`src/inc/idcr_consts.svh`:
```
// Register offsets, field positions and reset values of the converter control bank
// Overview of operation
// - Soft-reset bit restores all registers but common_control
// - Mode bit picks separate or interleaved I/Q ports
// - Chip power-down stops all but the serial port
// - Bandgap power-down bit switches references off
// - Oscillator disabled holds phase accumulator at zero
// - Low-power mode uses five upper frequency/phase bits
// - Modulation field decodes five sideband modes
// - Divider field is divide or clock delay
// - Frequency word built from four byte registers
// - Phase word built from two byte registers
// - Coarse gain split over two registers
// - Channel A offset split over two registers
// - Channel B offset split likewise
// - Auxiliary value from high/low registers, power bit
// - Coding bit picks offset binary or two's complement
// - Count bits give one to four data bytes
// - Multi-byte transfer steps to lower addresses
`ifndef IDCR_CONSTS_SVH
`define IDCR_CONSTS_SVH
`define IDCR_A_COMMON 5'h00
`define IDCR_A_TRANSMIT_CONFIG 5'h01
`define IDCR_A_CLKCFG 5'h02
`define IDCR_A_FREQ0 5'h03
`define IDCR_A_FREQ1 5'h04
`define IDCR_A_FREQ2 5'h05
`define IDCR_A_FREQ3 5'h06
`define IDCR_A_PHLO 5'h07
`define IDCR_A_PHHI 5'h08
`define IDCR_A_CHA1 5'h09
`define IDCR_A_CHA2 5'h0A
`define IDCR_A_CHA3 5'h0B
`define IDCR_A_CHB1 5'h0C
`define IDCR_A_CHB2 5'h0D
`define IDCR_A_CHB3 5'h0E
`define IDCR_A_CONV 5'h0F
`define IDCR_A_SYNC 5'h10
`define IDCR_A_TUNE17 5'h11
`define IDCR_A_GAP 5'h12
`define IDCR_A_TUNE19 5'h13
`define IDCR_A_TUNE20 5'h14
`define IDCR_A_AUXAH 5'h1A
`define IDCR_A_AUXAL 5'h1B
`define IDCR_A_AUXBH 5'h1C
`define IDCR_A_AUXBL 5'h1D
`define IDCR_NREG 32
`define IDCR_B_SOFTRST 6
`define IDCR_B_LATCH_FALL 5
`define IDCR_B_MODE 3
`define IDCR_B_CODING 2
`define IDCR_B_CHIPPD 1
`define IDCR_B_GAPPD 0
`define IDCR_B_OSCEN 7
`define IDCR_B_OSCLP 6
`define IDCR_B_ROLLOFF 5
`define IDCR_B_MULTPD 7
`define IDCR_B_DIVPD 5
`define IDCR_B_PWROFF 7
`define IDCR_B_SLEEP 6
`define IDCR_M_COMMON 8'hEF
`define IDCR_M_CLKCFG 8'hBF
`define IDCR_M_CONV 8'h03
`define IDCR_M_SYNC 8'hC0
`define IDCR_M_AUXL 8'h83
`define IDCR_RST_COMMON 8'h80
`define IDCR_RST_TRANSMIT_CONFIG 8'h87
`define IDCR_RST_CLKCFG 8'h10
`define IDCR_RST_FREQ 8'h66
`define IDCR_RST_FREQ3 8'h26
`define IDCR_RST_GAIN2 8'h40
`define IDCR_RST_GAIN3 8'hC0
`define IDCR_RST_AUXH 8'h80
`define IDCR_PS_PER_DELAY_STEP 150
`define IDCR_PS_DELAY_BASE 130
`endif

```
`src/inc/idcr_pkg.sv`:
```
// Types shared by the converter control bank
package idcr_pkg;
	typedef enum logic [4:0]
	{
		IDCR_MOD_DUAL = 5'b00001,
		IDCR_MOD_POS_UPPER = 5'b00010,
		IDCR_MOD_POS_LOWER = 5'b00100,
		IDCR_MOD_NEG_UPPER = 5'b01000,
		IDCR_MOD_NEG_LOWER = 5'b10000
	} idcr_mod_t;
	typedef enum logic [2:0]
	{
		IDCR_ST_INSTR = 3'b001,
		IDCR_ST_DATA = 3'b010,
		IDCR_ST_DONE = 3'b100
	} idcr_state_t;
	typedef struct packed
	{
		logic [3:0] coarseGain;
		logic [5:0] fineGain;
		logic [11:0] offset;
		logic powerOff;
		logic sleep;
		logic [9:0] auxValue;
		logic auxPowerOff;
	} idcr_chan_t;
	typedef struct packed
	{
		logic interleaved;
		logic latchFalling;
		logic twosComplement;
		logic chipPowerDown;
		logic bandgapPowerDown;
		logic oscillatorEnable;
		logic oscillatorLowPower;
		logic rolloffCompensationEnable;
		idcr_mod_t modulation;
		logic [1:0] interpolation;
		logic multiplierPowerDown;
		logic dividerPowerDown;
		logic [1:0] divSelect;
		logic [3:0] divideRatio;
		logic [9:0] clockDelayPs;
		logic [1:0] sampleClockPhase;
		logic sampleClockInvert;
		logic [31:0] oscillatorFreqWord;
		logic [15:0] oscillatorPhaseWord;
		logic modulatorGainCut;
		logic noiseShapingEnable;
		logic syncDivideBy8;
		logic syncEnable;
	} idcr_cfg_t;
endpackage

```
`src/rtl/idcr_ctrl_regs.sv`:
```
// Serial register port and configuration bank of the dual interpolating converter
`timescale 1ns/1ps
`include "idcr_consts.svh"
module idcr_ctrl_regs
	import idcr_pkg::*;
(
	input wire logic core_clk,
	input wire logic rst_n,
	input wire logic serClk,
	input wire logic serSel_n,
	input wire logic serDataIn,
	output logic serDataOut,
	output logic serDataOe,
	output idcr_cfg_t cfg,
	output idcr_chan_t chanA,
	output idcr_chan_t chanB,
	output logic coreEnable,
	output logic [31:0] oscPhaseAcc
);
	logic [1:0] sclkSync_ff;
	logic [1:0] selSync_ff;
	logic [1:0] sdiSync_ff;
	logic sclkRise;
	logic sclkFall;
	logic selActive;
	logic selEnd;
	logic sclkPrev_ff;
	logic selPrev_ff;
	idcr_state_t state_ff;
	idcr_state_t nxt_state;
	logic [7:0] shift_ff;
	logic [2:0] bitCnt_ff;
	logic [2:0] byteLeft_ff;
	logic [4:0] addr_ff;
	logic isRead_ff;
	logic byteDone;
	logic [7:0] shiftNext;
	logic [7:0] regs_ff [`IDCR_NREG];
	logic [7:0] outByte_ff;
	logic softRst_ff;
	logic writeByte;
	logic [31:0] phaseAcc_ff;

	function automatic logic [7:0] idcr_mask(input logic [4:0] a);
		unique case (a)
			`IDCR_A_COMMON: idcr_mask = `IDCR_M_COMMON;
			`IDCR_A_CLKCFG: idcr_mask = `IDCR_M_CLKCFG;
			`IDCR_A_CONV: idcr_mask = `IDCR_M_CONV;
			`IDCR_A_SYNC: idcr_mask = `IDCR_M_SYNC;
			`IDCR_A_AUXAL, `IDCR_A_AUXBL: idcr_mask = `IDCR_M_AUXL;
			`IDCR_A_TRANSMIT_CONFIG, `IDCR_A_FREQ0, `IDCR_A_FREQ1, `IDCR_A_FREQ2, `IDCR_A_FREQ3,
			`IDCR_A_PHLO, `IDCR_A_PHHI, `IDCR_A_CHA1, `IDCR_A_CHA2, `IDCR_A_CHA3,
			`IDCR_A_CHB1, `IDCR_A_CHB2, `IDCR_A_CHB3, `IDCR_A_TUNE17, `IDCR_A_TUNE19,
			`IDCR_A_TUNE20, `IDCR_A_AUXAH, `IDCR_A_AUXBH: idcr_mask = 8'hFF;
			default: idcr_mask = 8'h00;
		endcase
	endfunction

	function automatic logic [7:0] idcr_reset_val(input logic [4:0] a);
		unique case (a)
			`IDCR_A_COMMON: idcr_reset_val = `IDCR_RST_COMMON;
			`IDCR_A_TRANSMIT_CONFIG: idcr_reset_val = `IDCR_RST_TRANSMIT_CONFIG;
			`IDCR_A_CLKCFG: idcr_reset_val = `IDCR_RST_CLKCFG;
			`IDCR_A_FREQ0, `IDCR_A_FREQ1, `IDCR_A_FREQ2: idcr_reset_val = `IDCR_RST_FREQ;
			`IDCR_A_FREQ3: idcr_reset_val = `IDCR_RST_FREQ3;
			`IDCR_A_CHA2, `IDCR_A_CHB2: idcr_reset_val = `IDCR_RST_GAIN2;
			`IDCR_A_CHA3, `IDCR_A_CHB3: idcr_reset_val = `IDCR_RST_GAIN3;
			`IDCR_A_AUXAH, `IDCR_A_AUXBH: idcr_reset_val = `IDCR_RST_AUXH;
			default: idcr_reset_val = 8'h00;
		endcase
	endfunction

	// Serial pins come from another clock; two flops before any use
	always_ff @(posedge core_clk or negedge rst_n)
	begin
		if (!rst_n)
		begin
			sclkSync_ff <= 2'h0;
			selSync_ff <= 2'h3;
			sdiSync_ff <= 2'h0;
			sclkPrev_ff <= 1'b0;
			selPrev_ff <= 1'b1;
		end
		else
		begin
			sclkSync_ff <= {sclkSync_ff[0], serClk};
			selSync_ff <= {selSync_ff[0], serSel_n};
			sdiSync_ff <= {sdiSync_ff[0], serDataIn};
			sclkPrev_ff <= sclkSync_ff[1];
			selPrev_ff <= selSync_ff[1];
		end
	end

	assign selActive = !selSync_ff[1];
	assign sclkRise = selActive && sclkSync_ff[1] && !sclkPrev_ff;
	assign sclkFall = selActive && !sclkSync_ff[1] && sclkPrev_ff;
	assign selEnd = selSync_ff[1] && !selPrev_ff;
	assign shiftNext = {shift_ff[6:0], sdiSync_ff[1]};
	assign byteDone = sclkRise && (bitCnt_ff == 3'h7);
	// Writes land only on documented, writable bits; reserved bits stay zero
	assign writeByte = byteDone && (state_ff == IDCR_ST_DATA) && !isRead_ff;

	always_comb
	begin
		nxt_state = state_ff;
		unique case (state_ff)
			IDCR_ST_INSTR: if (byteDone) nxt_state = IDCR_ST_DATA;
			IDCR_ST_DATA: if (byteDone && byteLeft_ff == 3'h1) nxt_state = IDCR_ST_DONE;
			IDCR_ST_DONE: nxt_state = IDCR_ST_DONE;
		endcase
		if (!selActive)
			nxt_state = IDCR_ST_INSTR;
	end

	always_ff @(posedge core_clk or negedge rst_n)
	begin
		if (!rst_n)
		begin
			state_ff <= IDCR_ST_INSTR;
			shift_ff <= 8'h00;
			bitCnt_ff <= 3'h0;
			byteLeft_ff <= 3'h0;
			addr_ff <= 5'h00;
			isRead_ff <= 1'b0;
		end
		else
		begin
			state_ff <= nxt_state;
			if (!selActive)
				bitCnt_ff <= 3'h0;
			else if (sclkRise)
			begin
				shift_ff <= shiftNext;
				bitCnt_ff <= bitCnt_ff + 3'h1;
			end
			if (byteDone && state_ff == IDCR_ST_INSTR)
			begin
				isRead_ff <= shift_ff[6];
				byteLeft_ff <= {1'b0, shift_ff[5:4]} + 3'h1;
				addr_ff <= shiftNext[4:0];
			end
			else if (byteDone && state_ff == IDCR_ST_DATA)
			begin
				byteLeft_ff <= byteLeft_ff - 3'h1;
				addr_ff <= addr_ff - 5'h01;
			end
		end
	end

	// Soft reset is held pending until the frame closes so the write completes
	always_ff @(posedge core_clk or negedge rst_n)
	begin
		if (!rst_n)
			softRst_ff <= 1'b0;
		else if (writeByte && addr_ff == `IDCR_A_COMMON && shiftNext[`IDCR_B_SOFTRST])
			softRst_ff <= 1'b1;
		else if (selEnd)
			softRst_ff <= 1'b0;
	end

	genvar gi;
	generate
		for (gi = 0; gi < `IDCR_NREG; gi++)
		begin : g_reg
			localparam logic [4:0] ADDR = 5'(gi);
			always_ff @(posedge core_clk or negedge rst_n)
			begin
				if (!rst_n)
					regs_ff[gi] <= idcr_reset_val(ADDR);
				else if (softRst_ff && selEnd && ADDR != `IDCR_A_COMMON)
					regs_ff[gi] <= idcr_reset_val(ADDR);
				else if (writeByte && addr_ff == ADDR)
					regs_ff[gi] <= shiftNext & idcr_mask(ADDR);
			end
		end
	endgenerate

	// Read data shifts out MSB first; each byte loads on the rising serial edge ending the previous byte, later bits change on the falling edge
	always_ff @(posedge core_clk or negedge rst_n)
	begin
		if (!rst_n)
			outByte_ff <= 8'h00;
		else if (byteDone && state_ff == IDCR_ST_INSTR)
			outByte_ff <= regs_ff[shiftNext[4:0]];
		else if (byteDone && state_ff == IDCR_ST_DATA)
			outByte_ff <= regs_ff[addr_ff - 5'h01];
		else if (sclkFall && bitCnt_ff != 3'h0)
			outByte_ff <= {outByte_ff[6:0], 1'b0};
	end

	assign serDataOut = outByte_ff[7];
	assign serDataOe = selActive && isRead_ff && (state_ff == IDCR_ST_DATA);

	// Field assembly for the datapath
	assign cfg.interleaved = regs_ff[`IDCR_A_COMMON][`IDCR_B_MODE];
	assign cfg.latchFalling = regs_ff[`IDCR_A_COMMON][`IDCR_B_LATCH_FALL];
	assign cfg.twosComplement = regs_ff[`IDCR_A_COMMON][`IDCR_B_CODING];
	assign cfg.chipPowerDown = regs_ff[`IDCR_A_COMMON][`IDCR_B_CHIPPD];
	assign cfg.bandgapPowerDown = regs_ff[`IDCR_A_COMMON][`IDCR_B_GAPPD];
	assign cfg.oscillatorEnable = regs_ff[`IDCR_A_TRANSMIT_CONFIG][`IDCR_B_OSCEN];
	assign cfg.oscillatorLowPower = regs_ff[`IDCR_A_TRANSMIT_CONFIG][`IDCR_B_OSCLP];
	assign cfg.rolloffCompensationEnable = regs_ff[`IDCR_A_TRANSMIT_CONFIG][`IDCR_B_ROLLOFF];
	assign cfg.interpolation = regs_ff[`IDCR_A_TRANSMIT_CONFIG][1:0];
	assign cfg.multiplierPowerDown = regs_ff[`IDCR_A_CLKCFG][`IDCR_B_MULTPD];
	assign cfg.dividerPowerDown = regs_ff[`IDCR_A_CLKCFG][`IDCR_B_DIVPD];
	assign cfg.divSelect = regs_ff[`IDCR_A_CLKCFG][4:3];
	// Divide ratio valid with multiplier on; delay valid with it off
	assign cfg.divideRatio = regs_ff[`IDCR_A_CLKCFG][`IDCR_B_MULTPD] ? 4'h0 :
		(regs_ff[`IDCR_A_CLKCFG][4:3] == 2'h3 ? 4'h0 :
		4'(4'h2 << regs_ff[`IDCR_A_CLKCFG][4:3]));
	assign cfg.clockDelayPs = !regs_ff[`IDCR_A_CLKCFG][`IDCR_B_MULTPD] ? 10'h000 :
		10'(`IDCR_PS_DELAY_BASE + `IDCR_PS_PER_DELAY_STEP * regs_ff[`IDCR_A_CLKCFG][4:3]);
	assign cfg.sampleClockPhase = regs_ff[`IDCR_A_CLKCFG][2:1];
	assign cfg.sampleClockInvert = regs_ff[`IDCR_A_CLKCFG][0];
	// Low-power oscillator keeps only the five top bits of each word
	assign cfg.oscillatorFreqWord = regs_ff[`IDCR_A_TRANSMIT_CONFIG][`IDCR_B_OSCLP] ?
		{regs_ff[`IDCR_A_FREQ3][7:3], 27'h0000000} :
		{regs_ff[`IDCR_A_FREQ3], regs_ff[`IDCR_A_FREQ2],
		regs_ff[`IDCR_A_FREQ1], regs_ff[`IDCR_A_FREQ0]};
	assign cfg.oscillatorPhaseWord = regs_ff[`IDCR_A_TRANSMIT_CONFIG][`IDCR_B_OSCLP] ?
		{regs_ff[`IDCR_A_PHHI][7:3], 11'h000} :
		{regs_ff[`IDCR_A_PHHI], regs_ff[`IDCR_A_PHLO]};
	assign cfg.modulatorGainCut = regs_ff[`IDCR_A_CONV][1];
	assign cfg.noiseShapingEnable = regs_ff[`IDCR_A_CONV][0];
	assign cfg.syncDivideBy8 = regs_ff[`IDCR_A_SYNC][7];
	assign cfg.syncEnable = regs_ff[`IDCR_A_SYNC][6];

	function automatic idcr_mod_t idcr_mod_decode(input logic [2:0] code);
		unique case (code)
			3'h1: idcr_mod_decode = IDCR_MOD_POS_UPPER;
			3'h2: idcr_mod_decode = IDCR_MOD_POS_LOWER;
			3'h3: idcr_mod_decode = IDCR_MOD_NEG_UPPER;
			3'h4: idcr_mod_decode = IDCR_MOD_NEG_LOWER;
			default: idcr_mod_decode = IDCR_MOD_DUAL;
		endcase
	endfunction

	assign cfg.modulation = idcr_mod_decode(regs_ff[`IDCR_A_TRANSMIT_CONFIG][4:2]);

	assign chanA.coarseGain = {regs_ff[`IDCR_A_CHA3][7:6], regs_ff[`IDCR_A_CHA2][7:6]};
	assign chanA.fineGain = regs_ff[`IDCR_A_CHA2][5:0];
	assign chanA.offset = {regs_ff[`IDCR_A_CHA3][5:0], regs_ff[`IDCR_A_CHA1][5:0]};
	assign chanA.powerOff = regs_ff[`IDCR_A_CHA1][`IDCR_B_PWROFF];
	assign chanA.sleep = regs_ff[`IDCR_A_CHA1][`IDCR_B_SLEEP];
	assign chanA.auxValue = {regs_ff[`IDCR_A_AUXAH], regs_ff[`IDCR_A_AUXAL][1:0]};
	assign chanA.auxPowerOff = regs_ff[`IDCR_A_AUXAL][`IDCR_B_PWROFF];
	assign chanB.coarseGain = {regs_ff[`IDCR_A_CHB3][7:6], regs_ff[`IDCR_A_CHB2][7:6]};
	assign chanB.fineGain = regs_ff[`IDCR_A_CHB2][5:0];
	assign chanB.offset = {regs_ff[`IDCR_A_CHB3][5:0], regs_ff[`IDCR_A_CHB1][5:0]};
	assign chanB.powerOff = regs_ff[`IDCR_A_CHB1][`IDCR_B_PWROFF];
	assign chanB.sleep = regs_ff[`IDCR_A_CHB1][`IDCR_B_SLEEP];
	assign chanB.auxValue = {regs_ff[`IDCR_A_AUXBH], regs_ff[`IDCR_A_AUXBL][1:0]};
	assign chanB.auxPowerOff = regs_ff[`IDCR_A_AUXBL][`IDCR_B_PWROFF];

	// Everything but the serial port is gated by chip power-down
	assign coreEnable = !regs_ff[`IDCR_A_COMMON][`IDCR_B_CHIPPD];

	always_ff @(posedge core_clk or negedge rst_n)
	begin
		if (!rst_n)
			phaseAcc_ff <= 32'h00000000;
		else if (!regs_ff[`IDCR_A_TRANSMIT_CONFIG][`IDCR_B_OSCEN] || !coreEnable)
			phaseAcc_ff <= 32'h00000000;
		else
			phaseAcc_ff <= phaseAcc_ff + cfg.oscillatorFreqWord;
	end

	assign oscPhaseAcc = phaseAcc_ff;

	a_osc_held_zero: assert property (@(posedge core_clk) disable iff (!rst_n)
		!regs_ff[`IDCR_A_TRANSMIT_CONFIG][`IDCR_B_OSCEN]
		|=> oscPhaseAcc == 32'h0)
		else $error("phase accumulator not held while disabled");
	a_power_gate: assert property (@(posedge core_clk) disable iff (!rst_n)
		cfg.chipPowerDown
		|-> !coreEnable)
		else $error("core enabled during chip power-down");
	a_soft_reset: assert property (@(posedge core_clk) disable iff (!rst_n)
		softRst_ff && selEnd
		|=> regs_ff[`IDCR_A_TRANSMIT_CONFIG] == `IDCR_RST_TRANSMIT_CONFIG && $stable(regs_ff[`IDCR_A_COMMON]))
		else $error("soft reset did not restore defaults");
	a_addr_down: assert property (@(posedge core_clk) disable iff (!rst_n)
		byteDone && state_ff == IDCR_ST_DATA && selActive
		|=> addr_ff == $past(addr_ff) - 5'h01)
		else $error("address did not step down");
	a_reserved_zero: assert property (@(posedge core_clk) disable iff (!rst_n)
		regs_ff[`IDCR_A_COMMON][4] == 1'b0 && regs_ff[`IDCR_A_CONV][7:2] == 6'h00
		&& regs_ff[`IDCR_A_GAP] == 8'h00)
		else $error("reserved bits not zero");
	a_byte_count: assert property (@(posedge core_clk) disable iff (!rst_n)
		byteDone && state_ff == IDCR_ST_INSTR && selActive
		|=> byteLeft_ff == {1'b0, $past(shift_ff[5:4])} + 3'h1)
		else $error("byte count decode wrong");
	a_lowpower_freq: assert property (@(posedge core_clk) disable iff (!rst_n)
		cfg.oscillatorLowPower
		|-> cfg.oscillatorFreqWord[26:0] == 27'h0 && cfg.oscillatorPhaseWord[10:0] == 11'h000)
		else $error("low-power words keep low bits");
	a_write_lands: assert property (@(posedge core_clk) disable iff (!rst_n)
		writeByte && addr_ff == `IDCR_A_PHLO
		|=> cfg.oscillatorPhaseWord[7:0] == $past(shiftNext) || cfg.oscillatorLowPower)
		else $error("phase byte not stored");
	a_mode_write: assert property (@(posedge core_clk) disable iff (!rst_n)
		writeByte && addr_ff == `IDCR_A_COMMON
		|=> cfg.interleaved == $past(shiftNext[`IDCR_B_MODE]))
		else $error("data mode bit not applied");
	a_chip_down: assert property (@(posedge core_clk) disable iff (!rst_n)
		writeByte && addr_ff == `IDCR_A_COMMON && shiftNext[`IDCR_B_CHIPPD]
		|=> !coreEnable)
		else $error("chip power-down not applied");
	a_bandgap_write: assert property (@(posedge core_clk) disable iff (!rst_n)
		writeByte && addr_ff == `IDCR_A_COMMON
		|=> cfg.bandgapPowerDown == $past(shiftNext[`IDCR_B_GAPPD]))
		else $error("bandgap power-down bit not applied");
	a_coding_write: assert property (@(posedge core_clk) disable iff (!rst_n)
		writeByte && addr_ff == `IDCR_A_COMMON
		|=> cfg.twosComplement == $past(shiftNext[`IDCR_B_CODING]))
		else $error("coding bit not applied");
	a_acc_gated: assert property (@(posedge core_clk) disable iff (!rst_n)
		!coreEnable
		|=> oscPhaseAcc == 32'h0)
		else $error("accumulator runs during chip power-down");
	a_osc_runs: assert property (@(posedge core_clk) disable iff (!rst_n)
		cfg.oscillatorEnable && coreEnable
		|=> oscPhaseAcc == $past(oscPhaseAcc) + $past(cfg.oscillatorFreqWord))
		else $error("accumulator does not advance while enabled");
	a_mod_pos_lower: assert property (@(posedge core_clk) disable iff (!rst_n)
		writeByte && addr_ff == `IDCR_A_TRANSMIT_CONFIG && shiftNext[4:2] == 3'h2
		|=> cfg.modulation == IDCR_MOD_POS_LOWER)
		else $error("modulation code 2 decoded wrong");
	a_mod_neg_lower: assert property (@(posedge core_clk) disable iff (!rst_n)
		writeByte && addr_ff == `IDCR_A_TRANSMIT_CONFIG && shiftNext[4:2] == 3'h4
		|=> cfg.modulation == IDCR_MOD_NEG_LOWER)
		else $error("modulation code 4 decoded wrong");
	a_div_four: assert property (@(posedge core_clk) disable iff (!rst_n)
		!cfg.multiplierPowerDown && cfg.divSelect == 2'h1
		|-> cfg.divideRatio == 4'h4)
		else $error("divide ratio for code 1 wrong");
	a_delay_top: assert property (@(posedge core_clk) disable iff (!rst_n)
		cfg.multiplierPowerDown && cfg.divSelect == 2'h3
		|-> cfg.clockDelayPs == 10'(`IDCR_PS_DELAY_BASE + 3 * `IDCR_PS_PER_DELAY_STEP))
		else $error("clock delay for code 3 wrong");
	a_freq_low: assert property (@(posedge core_clk) disable iff (!rst_n)
		writeByte && addr_ff == `IDCR_A_FREQ0
		|=> cfg.oscillatorFreqWord[7:0] == $past(shiftNext) || cfg.oscillatorLowPower)
		else $error("frequency low byte not stored");
	a_freq_top: assert property (@(posedge core_clk) disable iff (!rst_n)
		writeByte && addr_ff == `IDCR_A_FREQ3
		|=> cfg.oscillatorFreqWord[31:27] == $past(shiftNext[7:3]))
		else $error("frequency top bits not stored");
	a_phase_top: assert property (@(posedge core_clk) disable iff (!rst_n)
		writeByte && addr_ff == `IDCR_A_PHHI
		|=> cfg.oscillatorPhaseWord[15:11] == $past(shiftNext[7:3]))
		else $error("phase top bits not stored");
	a_gain_split: assert property (@(posedge core_clk) disable iff (!rst_n)
		writeByte && addr_ff == `IDCR_A_CHA3
		|=> chanA.coarseGain[3:2] == $past(shiftNext[7:6]))
		else $error("coarse gain upper bits misplaced");
	a_fine_gain: assert property (@(posedge core_clk) disable iff (!rst_n)
		writeByte && addr_ff == `IDCR_A_CHB2
		|=> chanB.fineGain == $past(shiftNext[5:0]))
		else $error("fine gain not stored");
	a_offset_a: assert property (@(posedge core_clk) disable iff (!rst_n)
		writeByte && addr_ff == `IDCR_A_CHA1
		|=> chanA.offset[5:0] == $past(shiftNext[5:0]))
		else $error("channel A offset low bits misplaced");
	a_offset_b: assert property (@(posedge core_clk) disable iff (!rst_n)
		writeByte && addr_ff == `IDCR_A_CHB3
		|=> chanB.offset[11:6] == $past(shiftNext[5:0]))
		else $error("channel B offset high bits misplaced");
	a_aux_split: assert property (@(posedge core_clk) disable iff (!rst_n)
		writeByte && addr_ff == `IDCR_A_AUXAL
		|=> chanA.auxValue[1:0] == $past(shiftNext[1:0]) && chanA.auxPowerOff == $past(shiftNext[7]))
		else $error("auxiliary low register misplaced");
	a_read_flag: assert property (@(posedge core_clk) disable iff (!rst_n)
		byteDone && state_ff == IDCR_ST_INSTR
		|=> isRead_ff == $past(shiftNext[7]))
		else $error("read flag not taken from instruction");
	a_count_done: assert property (@(posedge core_clk) disable iff (!rst_n)
		byteDone && state_ff == IDCR_ST_DATA && byteLeft_ff == 3'h1
		|=> state_ff == IDCR_ST_DONE)
		else $error("frame did not stop after last byte");
	a_soft_pending: assert property (@(posedge core_clk) disable iff (!rst_n)
		writeByte && addr_ff == `IDCR_A_COMMON && shiftNext[`IDCR_B_SOFTRST]
		|=> softRst_ff)
		else $error("soft reset not held pending");
endmodule // idcr_ctrl_regs

```
`config.mk`:
```
export PLATFORM = sky130hd
export DESIGN_NAME = idcr_ctrl_regs
export DESIGN_NICKNAME = d
export VERILOG_FILES = /design/src/inc/idcr_pkg.sv /design/src/rtl/idcr_ctrl_regs.sv
export VERILOG_INCLUDE_DIRS = /design/src /design/src/inc
export SDC_FILE = /design/constraint.sdc
export NUM_CORES = 1
export LEC_CHECK = 0
export BUFFER_PORTS_ARGS = -buffer_cell sky130_fd_sc_hd__clkbuf_2
export CAP_MARGIN = 15
export CORE_MARGIN = 1.5
export CORE_UTILIZATION = 55
export CTS_BUF_LIST = sky130_fd_sc_hd__clkbuf_8
export CTS_CLUSTER_DIAMETER = 120
export CTS_CLUSTER_SIZE = 10
export DETAILED_ROUTE_END_ITERATION = 10
export PLACE_DENSITY = 0.88
export SLEW_MARGIN = 25
export SYNTH_ARGS = -nofsm -noshare
export SYNTH_HDL_FRONTEND = slang
export SYNTH_SLANG_ARGS = --single-unit
export TNS_END_PERCENT = 10
```
`constraint.sdc`:
```
create_clock -name core_clk -period 2.9 [get_ports core_clk]
set_input_delay 0.435 -clock core_clk [delete_from_list [all_inputs] [get_ports core_clk]]
set_output_delay 0.435 -clock core_clk [all_outputs]
set_load 0.02 [all_outputs]
```
==> summary.md, run 1 <==
| Metric | Value |
|---|---|
| Max Cap Viol | `0` |
| Clock slew seen by the registers of the worst setup and hold paths | `0.09 ns` |
| RSZ-0062 raised after global routing | `true` |
| Syn_area_per_cell | `9.41 um2` |
| Share of layout cells above drive strength 1 | `28.4%` |
| Hold Path Class | `reg -> reg` |
| Hold Crit Endpoint | `sdiSync_ff[1]` |
| Hold path startpoint | `sdiSync_ff[0]` |
| Clk root buf | `clkbuf_8` |
| Final period util | `99.8%` |
| Synth cell types | `86` |
| CP max FO | `18` |
| Remaining Overflow, GRT | `0` |
| Outcome | `finished clean` |
| Die Y | `172 um` |
| Routed WL | `51,800 um` |
| Post-route ant nets | `0` |
| Bufs on Longest Clock Path | `3` |
| Synthesized area | `15,800 um2` |
| Core ar. | `28,000 um2` |
| Storage element area | `6030 um2` |
| Rows | `61` |
| Vias/cell | `6.51` |
| Worst-Margin Slew | `0.831 ns` |
| Setup TNS | `0 ns` |
| Skew final | `0.0239 ns` |
| Detailed placement HPWL | `37,100 um` |
| Post-Place Cell Area | `17,000 um2` |
| CTS sink cnt | `239` |
| Clock Latency Late Sink | `0.60 ns` |
| CTS tree | `done` |
| GPL Wtd Cong | `0.995` |
| FFs w/ async S/R, synth | `100%` |
| Fill cells | `2,264` |
| Gr usage total | `35.2%` |
| Hold path depth | `0` |
| Synth area leaders | `dfrtp_1, mux4_2, mux2i_1, nand2_1, dfstp_2` |
| Top FF cell, synth | `dfrtp_1` |
| Initial DRC Count | `1,968` |
| Fin area | `17,700 um2` |
| Critical R2R Launch | `cfg[81]` |
| P_leak | `8.30 nW` |
| Initial Util | `56.4%` |
| Uppermost layer routed | `met4` |
| Worst reg2reg setup slack | `0.006 ns` |
| DRT Pass-1 Iters | `6` |
| Initial antenna violation count | `2` |
| Util after Layout | `63.3%` |
| Post-Route M1 WL | `19,300 um` |
| Peak Freq | `346 MHz` |
| Worst R2R End | `oscPhaseAcc[31]` |
| DIE WIDTH | `172 um` |
| Register area share after synthesis | `38.1%` |
| H-tree levels | `1` |
| Period minus WS final | `2.89 ns` |
| CP arrival | `3.37 ns` |
| Setup WS pre-CTS | `-0.0734 ns` |
| Area occupied by multi-input gates | `8610 um2` |
| Die area | `29,700 um2` |
| Routed via count | `14,300` |
| Residual DRC count | `0` |
| Worst setup SP type | `flip-flop` |
| Total power per unit cell area | `380 nW/um2` |
| Share of the synthesized area in the top cell type | `32.7%` |
| Final nets | `1,852` |
| Count leader, synth | `nand2_1` |
| Hold slack | `0.346 ns` |
| Post-Syn Instances | `1,677` |
| Slew Viols, Final | `0` |
| Max VDD drop | `0.000315 V` |
| Setup crit end kind | `flip-flop` |
| Area grow syn2layout | `12.4%` |
| Fin. Hold Viols | `0` |
| Total CTS buffers | `27` |
| Post-synth EDFFs | `0` |
| Worst slew margin | `44.6%` |
| Met3 wire length | `5900 um` |
| Worst setup margin | `0.00580 ns` |
| Critical Path RT | `3.38 ns` |
| First-pass GRT wire length | `80,000 um` |
| Synth top cells by count | `nand2_1, dfrtp_1, nor2_1` |
| Crit path kind | `reg -> reg` |
| Area leader, netlist | `dfrtp_1` |
| IO Count | `198` |
| Final setup viols | `0` |
| I/O Buffers | `195` |
| Yosys warns | `0` |
| Worst R2R Path Depth | `10` |
| Seq cells post-synth | `239` |
| Wire per inst | `23.6 um` |
| Vias in the first global route | `14,000` |
| DR WL met2 | `23,400 um` |
| Largest net degree at the start of global routing | `80` |
-- stage by stage --
stage | instances | total power, mW
after floorplan | 1678 | 4.14
after CTS | 2192 | 6.71
after detailed placement | 2137 | 4.63
final | 2198 | 6.74
after global routing | 2197 | 6.92
after global placement | 2137 | 4.59
-- state kept, by name, summed over array words and instances (netlist names) --
register     flops
regs_ff         77
chanA           35
chanB           35
oscPhaseAcc     32
cfg             21
outByte_ff       8
shift_ff         7
addr_ff          5
bitCnt_ff        3
byteLeft_ff      3
state_ff         3
sclkSync_ff      2
sdiSync_ff       2
selSync_ff       2
isRead_ff        1
sclkPrev_ff      1
selPrev_ff       1
softRst_ff       1
-- cell type report --
class / instances / area share (%)
Sequential cell: 239 / 34.0
Clock buffer: 27 / 2.10
Antenna cell: 1 / 0.0141
Tap cell: 378 / 2.67
Multi-Input combinational cell: 1194 / 48.6
Timing Repair Buffer: 314 / 11.7
Clock inverter: 22 / 0.487
Inverter: 23 / 0.487
-- worst max path at each step --
stage | startpoint | endpoint | slack (ns) | cells after the start
after floorplan | cfg[81] | oscPhaseAcc[31] | -0.07 | 11
after global placement | cfg[81] | oscPhaseAcc[31] | 0.01 | 10
after detailed placement | cfg[81] | oscPhaseAcc[30] | -0.07 | 12
after CTS | cfg[81] | oscPhaseAcc[30] | -0.05 | 12
after global routing | cfg[81] | oscPhaseAcc[31] | -0.08 | 10
final | cfg[81] | oscPhaseAcc[31] | 0.006 | 10
-- power by group --
group / total [mW] / switching (mW) / internal [mW] / leakage [nW]
combinational: 0.980 / 0.640 / 0.340 / 4.81
clock: 2.14 / 1.28 / 0.864 / 0.306
sequential: 3.62 / 0.212 / 3.41 / 3.18
total: 6.74 / 2.13 / 4.62 / 8.30
-- repair_timing --
item                                    CTS  global route
pin swaps                                 4             8
endpoints found under the setup margin    3            12
gates resized for setup                   6            32
buffers inserted                          1             5
gates cloned                              1             0
hold buffers                              4             0
endpoints found under the hold margin    62             0
-- critical path, stage by stage, from the launching register on --
cell and delay, ns:
dfrtp_2 0.46, buf_12 0.18, nor2b_4 0.14, ha_1 0.28
buf_4 0.17, a221o_1 0.32, a221o_1 0.34, and2_1 0.19
a31oi_4 0.18, nor4_1 0.10, or4_1 0.41
-- cells in the final DEF, fill, tap and decap left out, types with 35 or more instances in the layout --
cell type,count
nor2b_1,35
nor2_1,148
mux4_2,51
mux2i_1,109
a21oi_1,108
o21ai_0,54
dfrtp_1,202
nand2_1,244
nand3_1,49
buf_4,101
inv_1,42
clkbuf_2,194
ha_1,41
-- cells by family (layout without fill, tap and decap cells) --
kind of cell	count (synthesis)	after routing	share of synthesized area [%]
simple gates	605	605	18.0
compound gates	320	320	13.2
buf+inv	245	386	8.80
flops	239	239	38.1
mux	187	187	16.1
fa+ha+maj	48	48	3.85
xor+xnor	32	32	1.82
other cells	1	3	0.0238
-- layer usage --
metal,track usage [%],up-vias
met5,0,-
met4,17.7,0
met3,7.32,262
met2,55.2,1053
met1,46.3,6904
li1,-,6088
No activity file was read; power rests on OpenSTA's default activity.
==> inputs of run 2 (changes only) <==
--- a/config.mk
+++ b/config.mk
@@ -9,12 +9,12 @@
 export BUFFER_PORTS_ARGS = -buffer_cell sky130_fd_sc_hd__clkbuf_2
 export CAP_MARGIN = 15
 export CORE_MARGIN = 1.5
-export CORE_UTILIZATION = 55
+export CORE_UTILIZATION = 45
 export CTS_BUF_LIST = sky130_fd_sc_hd__clkbuf_8
 export CTS_CLUSTER_DIAMETER = 120
 export CTS_CLUSTER_SIZE = 10
 export DETAILED_ROUTE_END_ITERATION = 10
-export PLACE_DENSITY = 0.88
+export PLACE_DENSITY = 0.76
 export SLEW_MARGIN = 25
 export SYNTH_ARGS = -nofsm -noshare
 export SYNTH_HDL_FRONTEND = slang
==> run 2 against run 1 <==
  * Sequential power hardly changed
  * Largest power group unchanged
  * Critical endpoint unchanged
  * Cell count is 3.7% higher
  * First-iteration DRC count is 30% lower
  * Sequential share of layout area is 0.29 points lower
  * Clock power hardly changed
  * Final area is 0.87% higher
  * Largest cell class unchanged
==> summary.md, run 2 (synthesis results as in run 1) <==
| Metric | Value |
|---|---|
| Peak Freq | `346 MHz` |
| Post-Place Cell Area | `17,100 um2` |
| Fin area | `17,900 um2` |
| I/O Buffers | `195` |
| Commonest non-fill, non-tap cell in the layout | `nand2_1` |
| Hold slack | `0.353 ns` |
| Pint | `4.63 mW` |
| Slew Viols, Final | `0` |
| Wire per inst | `22.9 um` |
| Vias in the first global route | `13,600` |
| P_sw | `2.14 mW` |
| Total CTS buffers | `27` |
| Largest net degree at the start of global routing | `134` |
| Remaining Overflow, GRT | `0` |
| Routed WL | `52,200 um` |
| Worst Setup SP | `regs_ff[226]` |
| Bufs on Longest Clock Path | `3` |
| Switching share of total power | `31.6%` |
| Final nets | `1,858` |
| CTS tree | `done` |
| Initial DRC Count | `1,386` |
| CP max stage cell | `dfstp_2` |
| Clock slew seen by the registers of the worst setup and hold paths | `0.08 ns` |
| Fin cells | `2,280` |
| Worst setup margin | `0.0103 ns` |
| Detailed placement HPWL | `38,200 um` |
| Hold path startpoint | `sdiSync_ff[0]` |
| Outcome | `finished clean` |
| Residual DRC count | `0` |
| Fin. Hold Viols | `0` |
| DIE WIDTH | `190 um` |
| Total power per unit cell area | `379 nW/um2` |
| Critical R2R Launch | `regs_ff[226]` |
| Commonest cells after routing, fill and taps aside | `nand2_1, dfrtp_1, clkbuf_2, nor2_1, mux2i_1` |
| IO Count | `198` |
| Comb pwr share | `15.0%` |
| Initial Util | `45.7%` |
| CP bufs+invs | `0` |
| Dpl cells | `2,218` |
| Clk pwr share | `31.6%` |
| Setup WS pre-CTS | `-0.0316 ns` |
| Reg with most FFs | `regs_ff` |
| CP arrival | `3.37 ns` |
| CP peak stage delay | `0.57 ns` |
| Most used cell, CP | `a31oi_4` |
| Die Y | `190 um` |
| Final setup viols | `0` |
| Area grow syn2layout | `13.3%` |
| CP max FO | `5` |
| Skew final | `0.0551 ns` |
| Final period util | `99.6%` |
| Rows | `68` |
| Crit path kind | `reg -> reg` |
| Worst setup SP type | `flip-flop` |
| Critical path's top delay family | `simple AND/OR/NAND/NOR gates` |
| Period minus WS final | `2.89 ns` |
| Clk root buf | `clkbuf_8` |
| Fill cells | `3,155` |
| First-pass GRT wire length | `80,200 um` |
| Clock Latency Late Sink | `0.62 ns` |
| H-tree levels | `1` |
| Hold Path Class | `reg -> reg` |
| Die area | `36,200 um2` |
| Reg power frac | `53.4%` |
| Setup crit end kind | `flip-flop` |
| Initial antenna violation count | `1` |
| Gr usage total | `28.4%` |
| RSZ-0062 raised after global routing | `true` |
| Cell breakdown of the critical path | `nor2b_2 -> ha_1 -> o21ai_0 -> o21ba_2 -> or2_1 -> a31oi_4 -> a31oi_4 -> and4_1 -> or4_1` |
| Core ar. | `34,500 um2` |
| Post-route ant nets | `0` |
| DRT Pass-1 Iters | `5` |
| Max reg flops | `77` |
| Max Cap Viol | `0` |
| Setup TNS | `0 ns` |
| GPL Wtd Cong | `0.994` |
| Worst reg2reg setup slack | `0.01 ns` |
| Max VDD drop | `0.000311 V` |
| Share of layout cells above drive strength 1 | `28.8%` |
| Routed via count | `13,900` |
| Critical Path RT | `3.38 ns` |
| Vias/cell | `6.08` |
| CTS sink cnt | `239` |
| Worst-Margin Slew | `0.776 ns` |
| P_leak | `8.30 nW` |
| Worst slew margin | `48.3%` |
-- run 2: per-stage QoR --
step	total power, mW	util [%]
floorplan	4.14	-
global placement	4.64	49.6
detailed placement	4.66	49.6
CTS	6.77	51.1
global route	6.98	51.8
finish	6.77	51.8
-- run 2: repair_timing --
item | 4_1_cts | 5_1_grt
pin swaps | 0 | 14
hold endpoints to repair | 73 | 0
hold buffers | 4 | 0
gates resized for setup | 5 | 39
endpoints found under the setup margin | 2 | 13
setup buffers | 0 | 9
-- run 2: area by class of cell --
| type | count | area [um2] | share of cell area (%) |
|---|---|---|---|
| multi-input combinational | 1194 | 8630 | 48.2 |
| sequential | 239 | 6030 | 33.7 |
| timing repair buffer | 320 | 2120 | 11.8 |
| tap | 455 | 569 | 3.18 |
| clock buffer | 27 | 372 | 2.08 |
| inverter | 23 | 86.3 | 0.483 |
| clock inverter | 20 | 82.6 | 0.462 |
| antenna | 2 | 5.00 | 0.0280 |
-- run 2: per-layer routing --
layer / vias up / track usage (%) / share of wire, %
met3: 179 / 5.94 / 9.4
li1: 6093 / - / -
met4: 0 / 11.6 / 4.6
met5: - / 0 / 0
met1: 6798 / 38.2 / 40
met2: 797 / 44.8 / 46
-- run 2: final timing paths --
kind / cells after the start / endpoint
min in group asynchronous: 2 / chanA[20]
max in group asynchronous: 3 / chanA[10]
max reg2reg: 9 / oscPhaseAcc[31]
min reg2reg: 0 / sdiSync_ff[1]
max: 9 / oscPhaseAcc[31]
min: 0 / sdiSync_ff[1]
-- run 2: power groups by stage --
stage               Combinational [mW]  Clock, mW  Sequential [mW]
global route                      1.07       2.29             3.62
CTS                              0.997       2.17             3.60
detailed placement               0.991          0             3.67
floorplan                        0.620          0             3.52
global placement                 0.977          0             3.66
finish                            1.02       2.14             3.62
